===== config.mk =====
export PLATFORM = sky130hd
export DESIGN_NAME = pmc_power_manager
export DESIGN_NICKNAME = d
export VERILOG_FILES = /design/src/core/pmc_pkg.sv /design/src/core/pmc_prescaler.sv /design/src/core/pmc_power_manager.sv
export SDC_FILE = /design/constraint.sdc
export NUM_CORES = 1
export LEC_CHECK = 0
export BUFFER_PORTS_ARGS = -buffer_cell sky130_fd_sc_hd__buf_2
export CAP_MARGIN = 20
export CORE_ASPECT_RATIO = 0.5
export CORE_MARGIN = 2
export CORE_UTILIZATION = 30
export DETAILED_ROUTE_END_ITERATION = 8
export GPL_ROUTABILITY_DRIVEN = 0
export PLACE_DENSITY = 0.54
export SLEW_MARGIN = 20
export SYNTH_ARGS = -nofsm -noshare
export SYNTH_HDL_FRONTEND = slang
export SYNTH_SLANG_ARGS = --single-unit

===== constraint.sdc =====
create_clock -name clk -period 1.4 [get_ports clk]
set_input_delay 0.28 -clock clk [delete_from_list [all_inputs] [get_ports clk]]
set_output_delay 0.28 -clock clk [all_outputs]
set_load 0.01 [all_outputs]

===== src/core/pmc_pkg.sv =====
// Package: constants and types shared by the power manager files
package pmc_pkg;

  // ----------------------------------------------------------------
  // Prescaler sizing and reset values
  // ----------------------------------------------------------------
  localparam int           PMC_PRESC_W   = 3;       // Divide code width, ratio is 2**code
  localparam int           PMC_CNT_W     = 6;       // Counter width, slowest ratio 1/64
  localparam logic [2:0]   PMC_PRESC_MAX = 3'h6;    // Code for 1/64 of normal rate
  localparam logic [2:0]   PMC_PRESC_RST = 3'h0;    // Undivided after reset
  localparam logic [5:0]   PMC_CNT_RST   = 6'h00;

  // ----------------------------------------------------------------
  // Types
  // ----------------------------------------------------------------
  typedef enum logic [1:0] {
    PMC_ACTIVE,
    PMC_POWERSAVE,
    PMC_IDLE,
    PMC_POWERDOWN
  } pmc_mode_e;

  typedef struct packed {
    logic                   idle;
    logic                   powerdown;
    logic                   powersave;
    logic [PMC_PRESC_W-1:0] prescale;
  } pmc_ctrl_s;

  localparam pmc_ctrl_s PMC_CTRL_RST = '{idle: 1'b0, powerdown: 1'b0,
                                         powersave: 1'b0, prescale: PMC_PRESC_RST};

endpackage : pmc_pkg


===== src/core/pmc_prescaler.sv =====
// Prescaler: emits a tick each time the internal clock phase must flip
`timescale 1ns/10ps
module pmc_prescaler
  import pmc_pkg::*;
(
  input  wire logic                   clk,
  input  wire logic                   rst,
  input  wire logic                   restart,
  input  wire logic [PMC_PRESC_W-1:0] code,
  output logic                        tick
);

  // ----------------------------------------------------------------
  // Mask of counter bits that must be ones for a tick
  // ----------------------------------------------------------------
  logic [PMC_CNT_W-1:0] cnt;
  logic [PMC_CNT_W-1:0] mask;

  genvar gi;
  generate
    for (gi = 0; gi < PMC_CNT_W; gi++) begin : g_mask
      // Code n sets the low n bits, tick every 2**n cycles
      assign mask[gi] = (3'(gi) < code);
    end
  endgenerate

  assign tick = ((cnt & mask) == mask);

  // Free counter, cleared on restart so a new ratio starts clean
  always_ff @(posedge clk) begin
    if (rst || restart) begin
      cnt <= PMC_CNT_RST;
    end else begin
      cnt <= cnt + 6'h01;
    end
  end

endmodule : pmc_prescaler


===== src/core/pmc_power_manager.sv =====
// Power manager: derives, divides and gates the internal clocks
//
// Operation
// Four modes exist: Active, Powersave, Idle and Powerdown, chosen by the control inputs.
// In Active every unit is clocked at half the input clock rate.
// In Idle the execution and bus clocks sit at zero while peripheral clocks keep running.
// In Powerdown every internal clock stops at zero.
// Entering Powerdown also turns off the crystal oscillator drive.
// Powersave divides all internal clocks by a prescaler, down to one sixty-fourth.
// Powersave may be combined with Idle or Active, dividing whatever clocks still run.
// The output clock runs at half the input clock with an even duty cycle; the code divides it in powersave and holds it low in powerdown.
// Gating and ratio changes take effect only while the internal clock is low.
`timescale 1ns/10ps
module pmc_power_manager
  import pmc_pkg::*;
(
  input  wire logic                   clk,
  input  wire logic                   rst,
  input  pmc_ctrl_s                   mode_req,
  output logic                        output_clock_pin,
  output logic                        cpu_clk,
  output logic                        bus_clk,
  output logic                        periph_clk,
  output logic                        crystal_drive_en,
  output pmc_mode_e                   mode_status,
  output logic [PMC_PRESC_W-1:0]      prescale_status
);

  // ----------------------------------------------------------------
  // Applied settings and phase
  // ----------------------------------------------------------------
  pmc_ctrl_s              applied;
  pmc_ctrl_s              next_applied;
  pmc_ctrl_s              req_clean;
  logic                   int_clk;
  logic                   next_int_clk;
  logic                   tick;
  logic                   load;
  logic                   core_run;
  logic                   periph_run;
  pmc_mode_e              next_mode;

  // Clamp ratio; no powersave means undivided
  always_comb begin
    req_clean = mode_req;
    if (!mode_req.powersave) begin
      req_clean.prescale = PMC_PRESC_RST;
    end else if (mode_req.prescale > PMC_PRESC_MAX) begin
      req_clean.prescale = PMC_PRESC_MAX;
    end
  end

  // Settings load only as the phase falls, or while frozen low
  assign load         = (int_clk && tick) || (!int_clk && applied.powerdown);
  assign next_applied = load ? req_clean : applied;

  // Phase flips on each tick; frozen low in powerdown
  always_comb begin
    if (applied.powerdown && !int_clk) begin
      next_int_clk = 1'b0;
    end else if (tick) begin
      next_int_clk = ~int_clk;
    end else begin
      next_int_clk = int_clk;
    end
  end

  // Run enables only change with the phase low, so no runt pulses
  assign core_run   = !next_applied.idle && !next_applied.powerdown;
  assign periph_run = !next_applied.powerdown;

  // Reported mode; idle wins over powersave in the report
  always_comb begin
    if (next_applied.powerdown) begin
      next_mode = PMC_POWERDOWN;
    end else if (next_applied.idle) begin
      next_mode = PMC_IDLE;
    end else if (next_applied.powersave) begin
      next_mode = PMC_POWERSAVE;
    end else begin
      next_mode = PMC_ACTIVE;
    end
  end

  // ----------------------------------------------------------------
  // Prescaler, restarted at each load so a new ratio begins whole
  // ----------------------------------------------------------------
  // Ratio in force, never the pending one: tick would feed back into load
  pmc_prescaler u_presc (
    .clk     (clk),
    .rst     (rst),
    .restart (load),
    .code    (applied.prescale),
    .tick    (tick)
  );

  // Settings and phase state
  always_ff @(posedge clk) begin
    if (rst) begin
      applied <= PMC_CTRL_RST;
      int_clk <= 1'b0;
    end else begin
      applied <= next_applied;
      int_clk <= next_int_clk;
    end
  end

  // Registered clock and status outputs
  always_ff @(posedge clk) begin
    if (rst) begin
      output_clock_pin <= 1'b0;
      cpu_clk          <= 1'b0;
      bus_clk          <= 1'b0;
      periph_clk       <= 1'b0;
      crystal_drive_en <= 1'b1;
      mode_status      <= PMC_ACTIVE;
      prescale_status  <= PMC_PRESC_RST;
    end else begin
      output_clock_pin <= next_int_clk;
      cpu_clk          <= next_int_clk && core_run;
      bus_clk          <= next_int_clk && core_run;
      periph_clk       <= next_int_clk && periph_run;
      crystal_drive_en <= !next_applied.powerdown;
      mode_status      <= next_mode;
      prescale_status  <= next_applied.prescale;
    end
  end
endmodule : pmc_power_manager


* Word level (Yosys, flattened, before mapping)
Cells that the tools add are included.
** Cells by class
- Add/subtract/negate cells :: 1
- $lt $le $gt $ge :: 7
- Equality and inequality tests :: 1
- Muxes and demuxes :: 8
- Bitwise logic cells :: 2
- Reductions and logical operators :: 10
** Operator list (number)
- 6-bit by 1-bit adder with 6-bit output, second input constant :: 1
- 6-bit bitwise AND :: 1
- 6-bit == test :: 1
- 1-bit by 3-bit < comparator with 1-bit output, first input constant :: 2
- 2-bit by 3-bit < comparator with 1-bit output, first input constant :: 2
- 3-bit < comparator, first input constant :: 2
- 3-bit two-way mux :: 2
- 6-bit two-way mux :: 1
- 1-bit logical AND :: 5
- 2-bit two-way mux :: 2
- 3-bit greater-than comparator, second input constant :: 1
- 1-bit zero test :: 3
- 1-bit two-way mux :: 3
- 1-bit logical OR :: 2
- 1-bit inverter :: 1
** Word-level totals
- Flip-flop bits (word level) :: 18
- Input port bits :: 8
- Output and inout port bits :: 10

* Longest topological paths before layout
Gate-level depths: netlist of run 1.
- Depth after elaboration :: 9
- Depth in mapped cells :: 6

* Hierarchy
Synthesis of run 1 repeated with hierarchy kept, for this count alone.
** Second synthesis, totals
- Cells, all modules :: 84
- Area, all modules :: 749.5 um^2
** Modules (own cells, without submodules)
- pmc_power_manager :: times used 1, cells an instance 50, area each 462.9 um^2
- pmc_prescaler :: times used 1, cells an instance 34, area each 286.5 um^2

* Worst setup path before layout of run 1
No wires, ideal clock.
- Path type :: flip-flop to flip-flop
- Start :: register, netlist name prescale_status[2]
- End :: register mode_status[1]
- Arrival :: 1361 ps
- Required time :: 1268 ps
- Slack :: -93 ps
- Cell stages (with the launch flop) :: 7
- Path buffers :: 1
- Period minus slack after synthesis :: 1493 ps
- Path through :: dfxtp_1 nor2b_1 o221ai_2 a31oi_2 buf_4 mux2i_1 a21oi_1
** RTL lines
- end signal, assigned :: line pmc_power_manager.sv:124 : mode_status <= next_mode;
- end, declared :: line pmc_power_manager.sv:25 : output pmc_mode_e mode_status,

* Final worst setup path of run 1
- Start :: register u_presc.cnt[2]
- End :: register mode_status[0]
** Between the ends
- Word-level cells in the longest chain between the ends :: 8
** Ends and longest elaborated chain
- start, declared :: line pmc_prescaler.sv:16 : logic [PMC_CNT_W-1:0] cnt;
- start signal, assigned :: line pmc_prescaler.sv:34 : cnt <= cnt + 6'h01;
- 6-bit bitwise AND * :: line pmc_prescaler.sv:27 : assign tick = ((cnt & mask) == mask);
- 6-bit == test * :: line pmc_prescaler.sv:27
- 1-bit logical AND * :: line pmc_power_manager.sv:54 : assign load = (int_clk && tick) || (!int_clk && applied.powerdown);
- 1-bit logical OR * :: line pmc_power_manager.sv:54
- 6-bit two-way mux * :: line pmc_power_manager.sv:55 : assign next_applied = load ? req_clean : applied;
- 1-bit two-way mux :: line pmc_power_manager.sv:78 : end else if (next_applied.powersave) begin
- 2-bit two-way mux :: line pmc_power_manager.sv:76 : end else if (next_applied.idle) begin
- 2-bit two-way mux * :: line pmc_power_manager.sv:74 : if (next_applied.powerdown) begin
Mark *: on every way between the ends. The rest lies on a longest branch, timed or not. The select of a mux whose other input is x is not followed.
A chain may end at the register's enable or synchronous reset.

==> flow_summary.json, run 1 <==
{
  "grt_max_degree": 13,
  "hp-class": "primary input to flip-flop",
  "synth_simple_gate_area_share_pct": 25.6,
  "grt-ovfl-total": 0,
  "syn_avg_cell_area_sq_um": 9.73,
  "ys_warn_count": 0,
  "netlist_area_sq_um": 788,
  "fin_tns_setup_ns": -0.267,
  "outcome": "complete, but fails checks",
  "routed_wirelength_um": 1530,
  "syn_inst": 81,
  "fp.dieH_um": 40.2,
  "ios": 18,
  "first_iter_violations": 12,
  "critPathKind": "flip-flop to flip-flop",
  "antenna_found_initial": 0,
  "synth_xor_area_share_pct": 5.56,
  "leakage_nw": 0.490,
  "cp-start-kind": "flip-flop",
  "crit_path_end_kind": "flip-flop",
  "tightest_slew_ns": 0.292,
  "clk_pin_slew_ns": 0.06,
  "cap_violations": 0,
  "crit_fanout": 5,
  "clock.fmax_mhz": 675,
  "setup_viol": 7,
  "diodes": 0,
  "floorplan.core_area_sq_mm": 0.00254,
  "fin_crit_sh_pct": 106,
  "cts-root-buf": "clkbuf_8",
  "synthTopCellsByArea": "dfxtp_1 46%, nor2_1 5.2%, buf_4 4.8%",
  "async_flop_share_pct": 0,
  "numCtsBuffers": 3,
  "routedWlPerCell_um": 10.3,
  "grt_usage_pct": 11.0,
  "synth_top_area_share_pct": 45.7,
  "synthToLayoutAreaGrowth_pct": 46.0,
  "holdWs_ns": 0.318,
  "die-area_sq_mm": 0.00308,
  "ir_drop_v": 0.000631,
  "slowest_stage": "dfxtp_4",
  "synth_edf_count": 0,
  "required_ns": 1.58,
  "rr_startpoint": "u_presc.cnt[2]$_SDFF_PP0_",
  "grt_pass1_wl_um": 2460,
  "synthMuxAreaShare_pct": 2.54,
  "start_util_pct": 31.1,
  "yosysUniqueCellTypes": 31,
  "drive_above_1_share_pct": 50.0,
  "grt_pass1_vias": 561,
  "max_stage_delay_ns": 0.37,
  "skew_ns": 0.00286,
  "final_cell_mix": "17 x buf_2, 16 x buf_4, 11 x nor2_1, 11 x dfxtp_1, 6 x nand2_1",
  "htree_levels": 1,
  "cp_cell_sequence": "nand2_4 > o311ai_4 > a31oi_4 > or3b_1 > a31oi_1",
  "clock_path_buffers": 2,
  "finalHoldViolCount": 0,
  "setup.worst_path.start": "u_presc.cnt[2]$_SDFF_PP0_",
  "ys_ff_latch": 18,
  "dr_total_vias": 642,
  "via_per_inst": 4.31,
  "first_pass_iters": 2,
  "setup_ws_ns": -0.0816,
  "final_common_cell": "buf_2",
  "port-buffer-count": 17,
  "cts_tree": "built",
  "worstHoldStart": "mode_req[0]",
  "hpwlAfterDp_um": 1100,
  "slew_headroom_pct": 80.5,
  "rows": 13,
  "synth_compound_area_share_pct": 13.3,
  "ctsHoldBuffers": 0,
  "synthAdderAreaFrac_pct": 1.59,
  "synth_nets": 90,
  "rsz0062_at_grt": "true",
  "p_per_area_mw_per_mm2": 1670,
  "final_nets": 123,
  "yosysSeqAreaShare_pct": 45.7,
  "post-route-drc-count": 0,
  "dpl.cell_count": 144,
  "numClockSinks": 18,
  "synthFlopType": "dfxtp_1",
  "dp_slack_ns": -0.148,
  "yosysTopAreaCell": "dfxtp_1",
  "clk_latency_ns": 0.25,
  "fin_crit_ns": 1.48,
  "cp.arrival_ns": 1.66,
  "violations": "negative setup slack",
  "stdcell_count": 149,
  "synth_top_family_by_area": "simple AND/OR/NAND/NOR gates",
  "maxSlewViolCount": 0,
  "drtAntennaViolNets": 0,
  "die-width_um": 76.5
}
[per-layer routing]
metal | track usage [%] | vias up | wire length, um
li1 | - | 337 | -
met1 | 12.0 | 293 | 718
met2 | 20.4 | 10 | 740
met3 | 3.38 | 2 | 44
met4 | 6.82 | 0 | 26
met5 | 0 | - | 0
[path summary, 6_finish.rpt]
check | end | slack, ns | depth (start not counted)
min | prescale_status[0]$_SDFFE_PP0P_ | 0.32 | 3
max reg2reg | mode_status[0]$_SDFF_PP0_ | -0.08 | 5
min reg2reg | applied[3]$_SDFF_PP0_ | 0.51 | 2
max | mode_status[0]$_SDFF_PP0_ | -0.08 | 5
[layout make-up]
cell class / count / area (sq um)
Sequential cell: 18 / 377
Timing Repair Buffer: 34 / 216
Inverter: 1 / 3.75
Fill cell: 248 / 1390
Tap cell: 37 / 46.3
Multi-Input combinational cell: 56 / 467
Clock buffer: 3 / 41.3
[synthesized netlist by cell type (all sizes together) (2+ instances only)]
cell	count
nor2b	3
nand3	3
nand2b	2
nor2	11
nand4	2
nand3b	3
dfxtp	18
a21oi	4
xnor2	2
nand2	7
a31oi	2
buf	5
mux2i	2
xor2	3
[per-stage QoR]
step	utilization (%)	area, sq um	power, mW
6_report	45.4	1150	1.92
3_3_place_gp	39.6	1010	1.40
2_1_floorplan	-	803	1.17
3_5_place_dp	39.6	1010	1.41
5_1_grt	45.4	1150	2.06
4_1_cts	44.1	1120	1.89
[timing repair]
action | in CTS | in global routing
gates resized for setup | 11 | 7
cloned | 0 | 0
pin swaps | 7 | 7
setup buffers | 2 | 1
setup endpoints to repair | 15 | 18
[flip-flops by register name, indices dropped and copies added (netlist names)]
name              cells
applied               3
bus_clk               1
crystal_drive_en      1
mode_status           2
output_clock_pin      1
periph_clk            1
prescale_status       3
u_presc.cnt           6
[where the power goes]
group	switching, mW	total (mW)	internal, mW
sequential	0.105	0.746	0.641
combinational	0.371	0.826	0.456
clock	0.157	0.348	0.191
[critical path, delay by kind of cell, from the launching register on]
| kind | cells | cell delay [ns] |
|---|---|---|
| compound gates | 3 | 0.61 |
| simple gates | 2 | 0.41 |
| flops | 1 | 0.37 |
[kinds of logic (layout without fill, tap and decap cells)]
family,count (synthesis),in the layout
and+or+nand+nor,38,38
buffers and inverters,7,38
adders and majority gates,1,1
DFF,18,18
xor gates and xnor gates,5,5
muxes,2,2
AOI/OAI and AO/OA,10,10
(Power assumes the default switching activity.)
==> run 2: changes to the inputs <==
CORE_UTILIZATION = 25   (was 30)
PLACE_DENSITY = 0.48   (was 0.54)
==> run 2 against run 1 <==
Effect of this change: the run still ends with negative setup slack left; sequential power grew 0.7%; combinational power rose by 4.5%; largest cell class unchanged; cell count increased by 2.7%; register-to-register slack worse by 0.04 ns.
==> flow_summary.json, run 2 (same netlist as run 1, synthesis figures left out) <==
{
  "port-buffer-count": 17,
  "ir_drop_v": 0.000645,
  "power_mw": 2.03,
  "via_per_inst": 4.20,
  "cp.arrival_ns": 1.70,
  "clk_pin_slew_ns": 0.07,
  "final_cell_mix": "17 x buf_2, 16 x buf_4, 11 x nor2_1, 10 x dfxtp_1",
  "rows": 14,
  "dr_total_vias": 643,
  "dp_slack_ns": -0.147,
  "outcome": "complete, but fails checks",
  "grt_pass1_vias": 690,
  "fin_crit_ns": 1.52,
  "fp.dieH_um": 43.7,
  "grt_pass1_wl_um": 2860,
  "hpwlAfterDp_um": 1160,
  "final_nets": 123,
  "ctsHoldBuffers": 0,
  "setup.worst_path.start": "prescale_status[0]$_SDFFE_PP0P_",
  "floorplan.core_area_sq_mm": 0.00300,
  "setup_ws_ns": -0.117,
  "clock_path_buffers": 2,
  "slew_headroom_pct": 80.6,
  "cap_violations": 0,
  "largest_register_ffs": 6,
  "grt-ovfl-total": 0,
  "numClockSinks": 18,
  "cp-start-kind": "flip-flop",
  "numCtsBuffers": 3,
  "rr_startpoint": "prescale_status[0]$_SDFFE_PP0P_",
  "first_pass_iters": 3,
  "die-area_sq_mm": 0.00365,
  "routedWlPerCell_um": 9.97,
  "first_iter_violations": 6,
  "cp_cell_sequence": "nor2b_4 > o311ai_4 > a31oi_4 > or3b_1 > a31oi_1",
  "stdcell_count": 153,
  "slowest_stage": "or3b_1",
  "critPathKind": "flip-flop to flip-flop",
  "drive_above_1_share_pct": 50.4,
  "finalHoldViolCount": 0,
  "cts-root-buf": "clkbuf_8",
  "leakage_nw": 0.486,
  "post-route-drc-count": 0,
  "hp-class": "primary input to flip-flop",
  "start_util_pct": 26.3,
  "routed_wirelength_um": 1530,
  "violations": "negative setup slack",
  "clock.fmax_mhz": 659,
  "grt_usage_pct": 10.0,
  "htree_levels": 1,
  "nFillCells": 292,
  "reg_top3": "u_presc.cnt: 6 flops, applied: 3 flops, prescale_status: 3 flops",
  "tightest_slew_ns": 0.290,
  "fin_crit_sh_pct": 108,
  "final_common_cell": "buf_2",
  "die-width_um": 83.4,
  "clk_latency_ns": 0.25,
  "p_per_area_mw_per_mm2": 1740,
  "maxSlewViolCount": 0,
  "skew_ns": 0.00208,
  "required_ns": 1.58,
  "largest-register": "u_presc.cnt",
  "crit_fanout": 4,
  "grt_max_degree": 13,
  "antenna_found_initial": 0,
  "worstHoldStart": "mode_req[0]",
  "drtAntennaViolNets": 0,
  "dpl.cell_count": 148,
  "cts_tree": "built",
  "synthToLayoutAreaGrowth_pct": 48.1,
  "crit_path_end_kind": "flip-flop",
  "rsz0062_at_grt": "true",
  "setup_viol": 7,
  "max_stage_delay_ns": 0.36,
  "ios": 18,
  "diodes": 0
}
run 2: cell count changes in the layout (fill, tap and decap cells not counted), sizes merged:
cell and change:
clkbuf +1
run 2: routing by layer:
metal / vias up / GRT usage, % / part of all wire, %
li1: 343 / - / -
met1: 290 / 11.4 / 50
met2: 10 / 17.3 / 45
met3: 0 / 4.95 / 4.5
met4: 0 / 2.90 / 0
met5: - / 0 / 0
run 2: final cells by class:
| class | instances | area [sq um] | share of cell area [%] |
|---|---|---|---|
| Timing Repair Buffer | 34 | 225 | 19.3 |
| Tap cell | 40 | 50.0 | 4.29 |
| Multi-Input combinational cell | 56 | 458 | 39.2 |
| Inverter | 1 | 3.75 | 0.322 |
| Sequential cell | 18 | 375 | 32.2 |
| Clock buffer | 4 | 55.1 | 4.72 |
run 2: what timing repair did:
action	CTS	global route
buffers inserted	1	0
resized for setup	9	6
pin swaps	7	6
gates cloned	0	0
endpoints found under the setup margin	15	17
run 2: path summary, 6_finish.rpt:
path | endpoint | slack, ns | depth (start not counted)
max | mode_status[0]$_SDFF_PP0_ | -0.12 | 5
min | prescale_status[0]$_SDFFE_PP0P_ | 0.30 | 3
max reg2reg | mode_status[0]$_SDFF_PP0_ | -0.12 | 5
min reg2reg | applied[3]$_SDFF_PP0_ | 0.51 | 2
run 2: where the power goes:
| group | switching, mW | leakage (nW) | internal, mW | total (mW) |
|---|---|---|---|---|
| Sequential | 0.110 | 0.152 | 0.642 | 0.751 |
| Combinational | 0.374 | 0.306 | 0.489 | 0.863 |
| Clock | 0.170 | 0.0288 | 0.250 | 0.419 |
run 2: through the flow:
stage	instance area, sq um	hold WS (ns)	TNS, ns	utilization (%)
floorplan	803	0.380	-0.0141	-
global placement	1020	0.465	-1.28	34.0
detailed placement	1020	0.475	-1.64	34.0
CTS	1130	0.297	-0.425	37.9
global route	1170	0.316	-1.27	39.0
finish	1170	0.297	-0.442	39.0
run 2: worst max-delay path: cells and delay by family, from the launching register on:
kind / cells / cell delay [ns]
AO/OA/AOI/OAI: 3 / 0.64
AND/OR/NAND/NOR: 2 / 0.48
flip-flops: 1 / 0.32
